[src/tmch_pkg.sv]
// Constants and types shared by the terminal modem control handshake.
// Assumes a single 125 MHz core clock and a plain register port.
package tmch_pkg;

  // ********************
  // Bus geometry
  // ********************
  localparam int ADDR_W = 5;
  localparam int DATA_W = 16;

  // ********************
  // Register offsets
  // ********************
  localparam logic [ADDR_W-1:0] OFS_CTRL = 5'h00;
  localparam logic [ADDR_W-1:0] OFS_STAT = 5'h04;
  localparam logic [ADDR_W-1:0] OFS_IRQS = 5'h08;
  localparam logic [ADDR_W-1:0] OFS_IRQM = 5'h0c;
  localparam logic [ADDR_W-1:0] OFS_BTXD = 5'h10;
  localparam logic [ADDR_W-1:0] OFS_BAUD = 5'h14;

  // ********************
  // Control fields
  // ********************
  localparam int C_DTR    = 0;
  localparam int C_CONN   = 1;
  localparam int C_AUTO   = 2;
  localparam int C_VIACON = 3;
  localparam int C_RXP    = 4;
  localparam int C_RLB    = 5;
  localparam int C_LLB    = 6;
  localparam int C_TESTC  = 7;
  localparam int C_BLOCK  = 8;
  localparam int C_HOLD   = 9;
  localparam int C_HANGUP = 10;
  localparam int CTRL_W   = 10;
  localparam logic [CTRL_W-1:0] CTRL_RST = 10'h000;

  // ********************
  // Interrupt fields
  // ********************
  localparam int I_RING  = 0;
  localparam int I_TON   = 1;
  localparam int I_TOFF  = 2;
  localparam int I_CD    = 3;
  localparam int I_TXD   = 4;
  localparam int I_INC   = 5;
  localparam int I_LATE  = 6;
  localparam int IRQ_W   = 7;
  localparam logic [IRQ_W-1:0] IRQ_RST = 7'h00;

  localparam logic [15:0] BAUD_RST = 16'h043c;

  // ********************
  // Timing
  // ********************
  localparam int CLK_MHZ     = 125;
  localparam int GLITCH_NS   = 1000;
  localparam int GLITCH_CYC  = (GLITCH_NS * CLK_MHZ + 999) / 1000;
  localparam int ANSWER_MS   = 500;
  localparam int ANSWER_CYC  = ANSWER_MS * CLK_MHZ * 1000;
  localparam int RING_GAP_MS = 6000;
  localparam int RING_GAP_CYC = RING_GAP_MS * CLK_MHZ * 1000;

  // ********************
  // State types
  // ********************
  typedef enum logic [3:0] {
    BT_IDLE = 4'b0001,
    BT_CD   = 4'b0010,
    BT_RDY  = 4'b0100,
    BT_SEND = 4'b1000
  } tmch_bt_type;

  typedef enum logic [2:0] {
    TS_RUN  = 3'b001,
    TS_STBY = 3'b010,
    TS_TEST = 3'b100
  } tmch_ts_type;

endpackage : tmch_pkg

[src/tmch_sync_filter.sv]
// Three-stage synchroniser with a stability filter for one modem input.
// Assumes the pin is asynchronous to core_clk_i.
module tmch_sync_filter
  import tmch_pkg::*;
#(
  parameter int STABLE_CYC = GLITCH_CYC
) (
  // Clock and reset
  input  wire logic core_clk_i,
  input  wire logic reset_i,
  // Pin and filtered result
  input  wire logic pin_i,
  output logic      level_o,
  output logic      rise_o,
  output logic      fall_o
);

  localparam int CW = $clog2(STABLE_CYC + 1);

  logic          s1_reg, s2_reg, s3_reg;
  logic          level_reg, rise_reg, fall_reg;
  logic [CW-1:0] cnt_reg;

  wire agree  = s2_reg == s3_reg;
  wire differ = agree && (s3_reg != level_reg);
  wire done   = cnt_reg == CW'(STABLE_CYC - 1);

  always_ff @(posedge core_clk_i) begin
    if (reset_i) begin
      s1_reg    <= 1'b0;
      s2_reg    <= 1'b0;
      s3_reg    <= 1'b0;
      level_reg <= 1'b0;
      rise_reg  <= 1'b0;
      fall_reg  <= 1'b0;
      cnt_reg   <= '0;
    end else begin
      s1_reg   <= pin_i;
      s2_reg   <= s1_reg;
      s3_reg   <= s2_reg;
      rise_reg <= 1'b0;
      fall_reg <= 1'b0;
      if (!differ) begin
        cnt_reg <= '0;
      end else if (done) begin
        level_reg <= s3_reg;
        rise_reg  <= s3_reg;
        fall_reg  <= !s3_reg;
        cnt_reg   <= '0;
      end else begin
        cnt_reg <= cnt_reg + 1'b1;
      end
    end
  end

  assign level_o = level_reg;
  assign rise_o  = rise_reg;
  assign fall_o  = fall_reg;
endmodule : tmch_sync_filter

[src/tmch_bchan_tx.sv]
// Start-stop serialiser for the backward channel transmit line.
// Assumes bit_en_i is a one-cycle pulse at the bit rate.
module tmch_bchan_tx
  import tmch_pkg::*;
(
  // Clock and reset
  input  wire logic       core_clk_i,
  input  wire logic       reset_i,
  // Control
  input  wire logic       bit_en_i,
  input  wire logic       start_i,
  input  wire logic       abort_i,
  input  wire logic [7:0] data_i,
  // Status and line
  output logic            busy_o,
  output logic            done_o,
  output logic            txd_o
);

  logic [9:0] sh_reg;
  logic [3:0] cnt_reg;
  logic       busy_reg, done_reg, txd_reg;

  always_ff @(posedge core_clk_i) begin
    if (reset_i) begin
      sh_reg   <= 10'h3ff;
      cnt_reg  <= 4'h0;
      busy_reg <= 1'b0;
      done_reg <= 1'b0;
      txd_reg  <= 1'b1;
    end else begin
      done_reg <= 1'b0;
      if (abort_i) begin
        busy_reg <= 1'b0;
        txd_reg  <= 1'b1;
      end else if (start_i && !busy_reg) begin
        sh_reg   <= {1'b1, data_i, 1'b0};
        cnt_reg  <= 4'ha;
        busy_reg <= 1'b1;
      end else if (busy_reg && bit_en_i) begin
        if (cnt_reg != 4'h0) begin
          txd_reg <= sh_reg[0];
          sh_reg  <= {1'b1, sh_reg[9:1]};
          cnt_reg <= cnt_reg - 4'h1;
        end else begin
          // Stop bit has ended here
          busy_reg <= 1'b0;
          done_reg <= 1'b1;
          txd_reg  <= 1'b1;
        end
      end
    end
  end

  assign busy_o = busy_reg;
  assign done_o = done_reg;
  assign txd_o  = txd_reg;

endmodule : tmch_bchan_tx

[src/tmch_top.sv]
// Terminal side modem control handshake: backward channel, ring, test.
// Assumes modem pins are asynchronous; inc_notice_i is on core_clk_i.
//
// Overview of operation
// - Backward data idle until channel ready on
// - Backward request output always uses ready input
// - Monitor backward carrier detect for turnaround
// - Block protocol mode makes carrier detect optional
// - Auto answer via connect monitors ring
// - Answer-only terminal ready monitors ring
// - Auto answer watches ring or incoming notice
// - Terminal ready on within 500 ms
// - Optional receive permit output to modem
// - Loopback requests require test indicator monitoring
// - Test indicator on stops data communication
// - Standby stays idle until test off
// - Request not raised while carrier detect on
// - Request held past last bit end
module tmch_top
  import tmch_pkg::*;
#(
  parameter int ANS_CYC = ANSWER_CYC,
  parameter int GAP_CYC = RING_GAP_CYC,
  parameter int FLT_CYC = GLITCH_CYC
) (
  // Clock and reset
  input  wire logic              core_clk_i,
  input  wire logic              reset_i,
  // Register port
  input  wire logic [ADDR_W-1:0] reg_addr_i,
  input  wire logic [DATA_W-1:0] reg_wdata_i,
  input  wire logic              reg_wr_i,
  input  wire logic              reg_rd_i,
  output logic      [DATA_W-1:0] reg_rdata_o,
  // Modem inputs
  input  wire logic              bchan_ready_i,
  input  wire logic              bchan_cd_i,
  input  wire logic              ring_i,
  input  wire logic              test_ind_i,
  input  wire logic              inc_notice_i,
  // Modem outputs
  output logic                   bchan_txd_o,
  output logic                   bchan_req_o,
  output logic                   term_ready_o,
  output logic                   connect_o,
  output logic                   rx_permit_o,
  output logic                   remote_lb_o,
  output logic                   local_lb_o,
  // Local status
  output logic                   data_halt_o,
  output logic                   test_state_o,
  output logic                   irq_o
);

  // ********************
  // Input conditioning
  // ********************
  logic rdy_lvl, cd_lvl, cd_rise, ring_lvl, ring_rise;
  logic test_lvl, test_rise, test_fall;

  tmch_sync_filter #(.STABLE_CYC(FLT_CYC)) u_rdy (
    .core_clk_i (core_clk_i),
    .reset_i    (reset_i),
    .pin_i      (bchan_ready_i),
    .level_o    (rdy_lvl),
    .rise_o     (),
    .fall_o     ()
  );

  tmch_sync_filter #(.STABLE_CYC(FLT_CYC)) u_cd (
    .core_clk_i (core_clk_i),
    .reset_i    (reset_i),
    .pin_i      (bchan_cd_i),
    .level_o    (cd_lvl),
    .rise_o     (cd_rise),
    .fall_o     ()
  );

  tmch_sync_filter #(.STABLE_CYC(FLT_CYC)) u_ring (
    .core_clk_i (core_clk_i),
    .reset_i    (reset_i),
    .pin_i      (ring_i),
    .level_o    (ring_lvl),
    .rise_o     (ring_rise),
    .fall_o     ()
  );

  tmch_sync_filter #(.STABLE_CYC(FLT_CYC)) u_test (
    .core_clk_i (core_clk_i),
    .reset_i    (reset_i),
    .pin_i      (test_ind_i),
    .level_o    (test_lvl),
    .rise_o     (test_rise),
    .fall_o     (test_fall)
  );

  // ********************
  // Register decode
  // ********************
  logic [CTRL_W-1:0] ctrl_reg;
  logic [IRQ_W-1:0]  irqs_reg, irqm_reg;
  logic [7:0]        btxd_reg;
  logic [15:0]       baud_reg;

  wire wr_ctrl = reg_wr_i && reg_addr_i == OFS_CTRL;
  wire wr_irqs = reg_wr_i && reg_addr_i == OFS_IRQS;
  wire wr_irqm = reg_wr_i && reg_addr_i == OFS_IRQM;
  wire wr_btxd = reg_wr_i && reg_addr_i == OFS_BTXD;
  wire wr_baud = reg_wr_i && reg_addr_i == OFS_BAUD;
  wire hangup  = wr_ctrl && reg_wdata_i[C_HANGUP];

  // ********************
  // Test indicator
  // ********************
  tmch_ts_type ts_reg, ts_next;

  always_comb begin
    ts_next = ts_reg;
    unique case (ts_reg)
      TS_RUN: begin
        if (test_lvl) begin
          ts_next = ctrl_reg[C_TESTC] ? TS_TEST : TS_STBY;
        end
      end
      TS_STBY: begin
        if (!test_lvl) begin
          ts_next = TS_RUN;
        end
      end
      TS_TEST: begin
        if (!test_lvl) begin
          ts_next = TS_RUN;
        end
      end
    endcase
  end

  wire halted   = ts_reg != TS_RUN;
  wire halt_now = ts_next != TS_RUN;

  // ********************
  // Bit rate divider
  // ********************
  logic [15:0] div_reg;
  // Catches up at once when the divisor shrinks
  wire         bit_en = div_reg >= baud_reg;

  always_ff @(posedge core_clk_i) begin
    if (reset_i || bit_en) begin
      div_reg <= 16'h0000;
    end else begin
      div_reg <= div_reg + 16'h0001;
    end
  end

  // ********************
  // Backward channel send
  // ********************
  tmch_bt_type bt_reg, bt_next;
  logic        req_reg, req_next;
  logic        pend_reg;
  logic        tx_busy, tx_done;

  wire cd_clear = !cd_lvl || ctrl_reg[C_BLOCK];
  wire tx_start = bt_reg == BT_RDY && rdy_lvl;
  wire in_send  = bt_reg == BT_SEND;

  always_comb begin
    bt_next  = bt_reg;
    req_next = req_reg;
    unique case (bt_reg)
      BT_IDLE: begin
        if (!ctrl_reg[C_HOLD]) begin
          req_next = 1'b0;
        end
        if (pend_reg) begin
          bt_next = BT_CD;
        end
      end
      BT_CD: begin
        if (req_reg || cd_clear) begin
          req_next = 1'b1;
          bt_next  = BT_RDY;
        end
      end
      BT_RDY: begin
        if (rdy_lvl) begin
          bt_next = BT_SEND;
        end
      end
      BT_SEND: begin
        if (tx_done) begin
          req_next = ctrl_reg[C_HOLD];
          bt_next  = BT_IDLE;
        end
      end
    endcase
    if (halted || halt_now) begin
      bt_next  = BT_IDLE;
      req_next = 1'b0;
    end
  end

  tmch_bchan_tx u_tx (
    .core_clk_i (core_clk_i),
    .reset_i    (reset_i),
    .bit_en_i   (bit_en),
    .start_i    (tx_start),
    .abort_i    (halted),
    .data_i     (btxd_reg),
    .busy_o     (tx_busy),
    .done_o     (tx_done),
    .txd_o      (bchan_txd_o)
  );

  // ********************
  // Ring and answer
  // ********************
  logic        ring_act_reg, ans_reg, late_reg;
  logic [31:0] gap_reg, ans_cnt_reg;

  wire gap_end  = gap_reg == 32'(GAP_CYC - 1);
  wire ans_due  = ans_cnt_reg == 32'(ANS_CYC - 1);
  wire ans_trig = ctrl_reg[C_AUTO] && !halted && (ring_act_reg || inc_notice_i);
  wire ans_wait = ctrl_reg[C_AUTO] && ring_act_reg && !ans_reg;

  always_ff @(posedge core_clk_i) begin
    if (reset_i) begin
      ring_act_reg <= 1'b0;
      gap_reg      <= 32'h0;
    end else if (ring_lvl) begin
      ring_act_reg <= 1'b1;
      gap_reg      <= 32'h0;
    end else if (ring_act_reg) begin
      ring_act_reg <= !gap_end;
      gap_reg      <= gap_end ? 32'h0 : gap_reg + 32'h1;
    end
  end

  always_ff @(posedge core_clk_i) begin
    if (reset_i) begin
      ans_reg     <= 1'b0;
      ans_cnt_reg <= 32'h0;
      late_reg    <= 1'b0;
    end else begin
      late_reg <= 1'b0;
      if (hangup || halted) begin
        ans_reg <= 1'b0;
      end else if (ans_trig) begin
        ans_reg <= 1'b1;
      end
      if (!ans_wait) begin
        ans_cnt_reg <= 32'h0;
      end else if (ans_due) begin
        late_reg    <= 1'b1;
        ans_cnt_reg <= 32'h0;
      end else begin
        ans_cnt_reg <= ans_cnt_reg + 32'h1;
      end
    end
  end

  // ********************
  // Events and interrupt
  // ********************
  logic [IRQ_W-1:0] ev;

  assign ev[I_RING] = ring_rise;
  assign ev[I_TON]  = test_rise;
  assign ev[I_TOFF] = test_fall;
  assign ev[I_CD]   = cd_rise;
  assign ev[I_TXD]  = tx_done;
  assign ev[I_INC]  = inc_notice_i;
  assign ev[I_LATE] = late_reg;

  wire [IRQ_W-1:0] irq_clr = wr_irqs ? reg_wdata_i[IRQ_W-1:0] : '0;

  // ********************
  // Register storage
  // ********************
  always_ff @(posedge core_clk_i) begin
    if (reset_i) begin
      ctrl_reg <= CTRL_RST;
      irqs_reg <= IRQ_RST;
      irqm_reg <= IRQ_RST;
      btxd_reg <= 8'h00;
      baud_reg <= BAUD_RST;
      pend_reg <= 1'b0;
      ts_reg   <= TS_RUN;
      bt_reg   <= BT_IDLE;
      req_reg  <= 1'b0;
    end else begin
      ts_reg   <= ts_next;
      bt_reg   <= bt_next;
      req_reg  <= req_next;
      irqs_reg <= (irqs_reg & ~irq_clr) | ev;
      if (wr_ctrl) begin
        ctrl_reg <= reg_wdata_i[CTRL_W-1:0];
      end
      if (wr_irqm) begin
        irqm_reg <= reg_wdata_i[IRQ_W-1:0];
      end
      if (wr_baud) begin
        baud_reg <= reg_wdata_i;
      end
      if (halted || tx_start) begin
        pend_reg <= 1'b0;
      end else if (wr_btxd && !pend_reg && bt_reg == BT_IDLE) begin
        btxd_reg <= reg_wdata_i[7:0];
        pend_reg <= 1'b1;
      end
    end
  end

  // ********************
  // Read port
  // ********************
  wire [DATA_W-1:0] stat = {7'h00, test_state_o, halted, tx_busy,
                            ans_reg, ring_act_reg, test_lvl, ring_lvl,
                            cd_lvl, rdy_lvl};
  logic [DATA_W-1:0] rsel;

  always_comb begin
    unique case (reg_addr_i)
      OFS_CTRL: rsel = DATA_W'(ctrl_reg);
      OFS_STAT: rsel = stat;
      OFS_IRQS: rsel = DATA_W'(irqs_reg);
      OFS_IRQM: rsel = DATA_W'(irqm_reg);
      OFS_BTXD: rsel = {8'h00, btxd_reg};
      OFS_BAUD: rsel = baud_reg;
      default:  rsel = '0;
    endcase
  end

  always_ff @(posedge core_clk_i) begin
    if (reset_i) begin
      reg_rdata_o <= '0;
    end else begin
      reg_rdata_o <= reg_rd_i ? rsel : '0;
    end
  end

  // ********************
  // Pin outputs
  // ********************
  assign bchan_req_o  = req_reg;
  assign term_ready_o = ctrl_reg[C_DTR] | (ans_reg & !ctrl_reg[C_VIACON]);
  assign connect_o    = ctrl_reg[C_CONN] | (ans_reg & ctrl_reg[C_VIACON]);
  assign rx_permit_o  = ctrl_reg[C_RXP] & !halted;
  assign remote_lb_o  = ctrl_reg[C_RLB];
  assign local_lb_o   = ctrl_reg[C_LLB];
  assign data_halt_o  = halted;
  assign test_state_o = ts_reg == TS_TEST;
  assign irq_o        = |(irqs_reg & irqm_reg);
endmodule : tmch_top

[config.mk]
export PLATFORM = sky130hd
export DESIGN_NAME = tmch_top
export DESIGN_NICKNAME = d
export VERILOG_FILES = /design/src/tmch_pkg.sv /design/src/tmch_sync_filter.sv /design/src/tmch_bchan_tx.sv /design/src/tmch_top.sv
export SDC_FILE = /design/constraint.sdc
export NUM_CORES = 1
export LEC_CHECK = 0
export ABC_AREA = 1
export BUFFER_PORTS_ARGS = -buffer_cell sky130_fd_sc_hd__buf_2
export CORE_MARGIN = 2
export CORE_UTILIZATION = 30
export CTS_BUF_LIST = sky130_fd_sc_hd__clkbuf_8 sky130_fd_sc_hd__clkbuf_16
export DETAILED_ROUTE_END_ITERATION = 8
export HOLD_SLACK_MARGIN = 0.1
export SLEW_MARGIN = 0
export SYNTH_ARGS = -nofsm -noshare
export SYNTH_HDL_FRONTEND = slang
export SYNTH_SLANG_ARGS = --single-unit
export TNS_END_PERCENT = 20
[constraint.sdc]
create_clock -name core_clk_i -period 2.6 [get_ports core_clk_i]
set_clock_uncertainty 0.2 [all_clocks]
set_input_delay 0.26 -clock core_clk_i [delete_from_list [all_inputs] [get_ports core_clk_i]]
set_output_delay 0.26 -clock core_clk_i [all_outputs]
set_load 0.03 [all_outputs]
==> reports/summary.txt <==
Crit path max-delay family - buffers and inverters
Maxcap violations - 0
I/O pins - 56
Yosys cell types - 47
Top fanout value on the critical path - 5
Num Clock Sinks - 220
Top_reg_cell synth - dfxtp_1
Area growth syn-to-layout - 21.1%
Chip height - 190 um
WL per Instance - 13.5 um
Main combinational cell family by area after synthesis - simple AND/OR/NAND/NOR gates
H-tree Lvls - 1
CP cell instances - nor3_2, inv_1, nor2_1, inv_1, a211oi_1, dlygate4sd3_1
Critical path type - flop to flop
Mux contribution to synthesized area - 0%
Number of flops mapped to enable cells by yosys - 0
Die area - 36200 um2
Fmax - 0.424 GHz
Min-delay src - u_cd.s1_reg$_SDFF_PP0_
Reg-to-Reg Start - ts_reg[1]$_SDFF_PP0_
DRC - 0
CTS clk-pin slew, worst paths - 60 ps
WP buf/inv - 3
Routability cong. - 0.870
Count of final setup violators - 0
Filler instances - 3657
Critical Path RT - 2870 ps
Commonest non-fill, non-tap cell in the layout - nand2_1
Starting DRT DRC Count - 540
Total CTS buffers - 27
CP peak stage delay - 580 ps
Layout cell share with drive strength beyond 1 - 10.9%
Slew margin rel. - 58.8%
Fraction of the mapped netlist area in compound gates - 11.7%
First-pass GRT wire length - 45.7 mm
Least-Margin Pin Slew - 617 ps
WP data arrival - 2630 ps
Tmin final - 2360 ps
Post-route setup TNS - 0 ps
Via density - 4.71
FP Rows - 68
Mapped cell area - 10400 um2
Status - complete, no violations
Root Buffer Master - clkbuf_16
Nets - 1613
Yosys reg bits - 220
Cells after synthesis - 1446
Simple-gate share of the synthesized area - 30.9%
FF-to-FF setup slack - 240 ps
Seq/Total Area, Yosys - 42.3%
Syn avg cell area - 7.20 um2
Static Leak - 5.01 nW
Post-synth net total - 1504
WL final - 27.3 mm
Slowest cell on the critical path - dlygate4sd3_1
Crit share post-route - 90.7%
Diode count - 0
Initial antenna violation count - 0
Most frequent cells in the layout - nand2_1 (252), dfxtp_1 (220), inv_1 (204)
DR pass1 iterations - 4
Antenna Violating Nets Remaining - 0
PD cells - 617 nW/um2
Grt ovf - 0
Adder-cell share of the synthesized area - 3.36%
Clk buf depth - 3
Worst Hold End - u_cd.s2_reg$_SDFF_PP0_
R2R cell count - 6
Detail Placement HPWL - 20.4 mm
VDD IR max - 412 uV
Slew Viols, Final - 0
Hold Vio Cnt, Final - 0
IO buf count - 55
Ys Warns - 0
Core Box Area - 34400 um2
Clock Latency Late Sink - 530 ps
CP Launch Type - flop
Worst Hold Depth - 2
Critical Path Sink Type - flop
Largest net degree at the start of global routing - 33
Die Wd - 190 um
Initial core utilization - 30.3%
Worst hold slack - 205 ps
GRT Overall Usage - 15.2%
CTS tree - built
Vias in the first global route - 9201
Setup repair after global routing missed its margin - no
Xor and xnor area share after synthesis - 2.94%
Hold Path Class - flop to flop
Reg2reg end - ans_reg$_SDFFE_PP0P_
Top cell by count, worst path - inv_1
Post-synth ARST share - 0%
Via count - 9551
-- power by group --
| group | leakage, nW | switching (mW) | internal [mW] |
|---|---|---|---|
| sequential | 1.78 | 0.0214 | 3.40 |
| combinational | 2.73 | 0.175 | 0.112 |
| clock | 0.499 | 1.45 | 2.62 |
| total | 5.01 | 1.65 | 6.14 |
-- tightest hold or removal path, delay by kind of cell (launching register included) --
family                 cells  cell delay, ps
buffers and inverters      1              50
and+or+nand+nor            1              30
DFF                        1             300
-- metal layers --
layer  share of wire [%]  global-route usage (%)
met5                   0                       0
met1                  49                    21.3
met4                 2.5                    4.26
met3                 4.4                    2.08
met2                  44                    24.4
-- through the flow --
step / utilization, % / instance area [um2] / worst slack [ps] / power [mW] / std cells
after floorplan: - / 10400 / 687 / 3.64 / 1446
after global placement: 32.8 / 11300 / 467 / 3.74 / 1945
after detailed placement: 32.8 / 11300 / 406 / 3.74 / 1945
after CTS: 36.7 / 12600 / 172 / 7.88 / 2028
after global routing: 36.7 / 12600 / 142 / 8.06 / 2029
final: 36.7 / 12600 / 242 / 7.79 / 2029
-- kinds of logic after synthesis --
logic type / count (synthesis)
xor+xnor: 35
compound gates: 227
simple gates: 696
fa+ha+maj: 28
flops: 220
buf+inv: 240
-- cell usage after synthesis (11+ instances only) --
cell type    n  area, um2
a21oi_1    122        611
buf_2       11       55.1
clkbuf_1    19       71.3
dfxtp_1    220       4400
ha_1        28        350
inv_1      201        754
nand2_1    252        946
nand3_1     77        385
nand4_1     37        231
nor2_1     193        724
nor3_1      57        285
nor3b_1     15        113
nor4_1      11       68.8
o21ai_0     66        330
o22ai_1     13       81.3
xor2_1      29        254
-- cell type report --
class | instances | area, um2 | area share (%)
well taps | 455 | 569 | 4.51
repair buffers | 111 | 783 | 6.21
flip-flops and latches | 220 | 4400 | 34.9
clock inverters | 16 | 236 | 1.87
inverters | 209 | 785 | 6.22
clock buffers | 32 | 744 | 5.90
multi-input cells | 986 | 5090 | 40.4
-- how the worst max path moves through the flow --
stage	start	end	slack, ps	cells past startpoint
4_1_cts	reg_addr_i[0]	baud_reg[13]$_SDFFE_PP0P_	170	11
2_1_floorplan	baud_reg[3]$_SDFFE_PP1P_	u_tx.cnt_reg[0]$_SDFFE_PP0P_	690	13
6_report	ts_reg[1]$_SDFF_PP0_	ans_reg$_SDFFE_PP0P_	240	6
3_3_place_gp	baud_reg[11]$_SDFFE_PP0P_	div_reg[12]$_SDFF_PP0_	470	8
3_5_place_dp	baud_reg[15]$_SDFFE_PP0P_	div_reg[10]$_SDFF_PP0_	410	8
5_1_grt	reg_addr_i[0]	baud_reg[9]$_SDFFE_PP0P_	140	11
-- repair_timing --
action	4_1_cts	5_1_grt
endpoints found under the hold margin	67	0
setup buffers	0	1
hold buffers	35	0
setup endpoints to repair	0	12
resized for setup	0	0
Power figures use the tool's default switching activity.
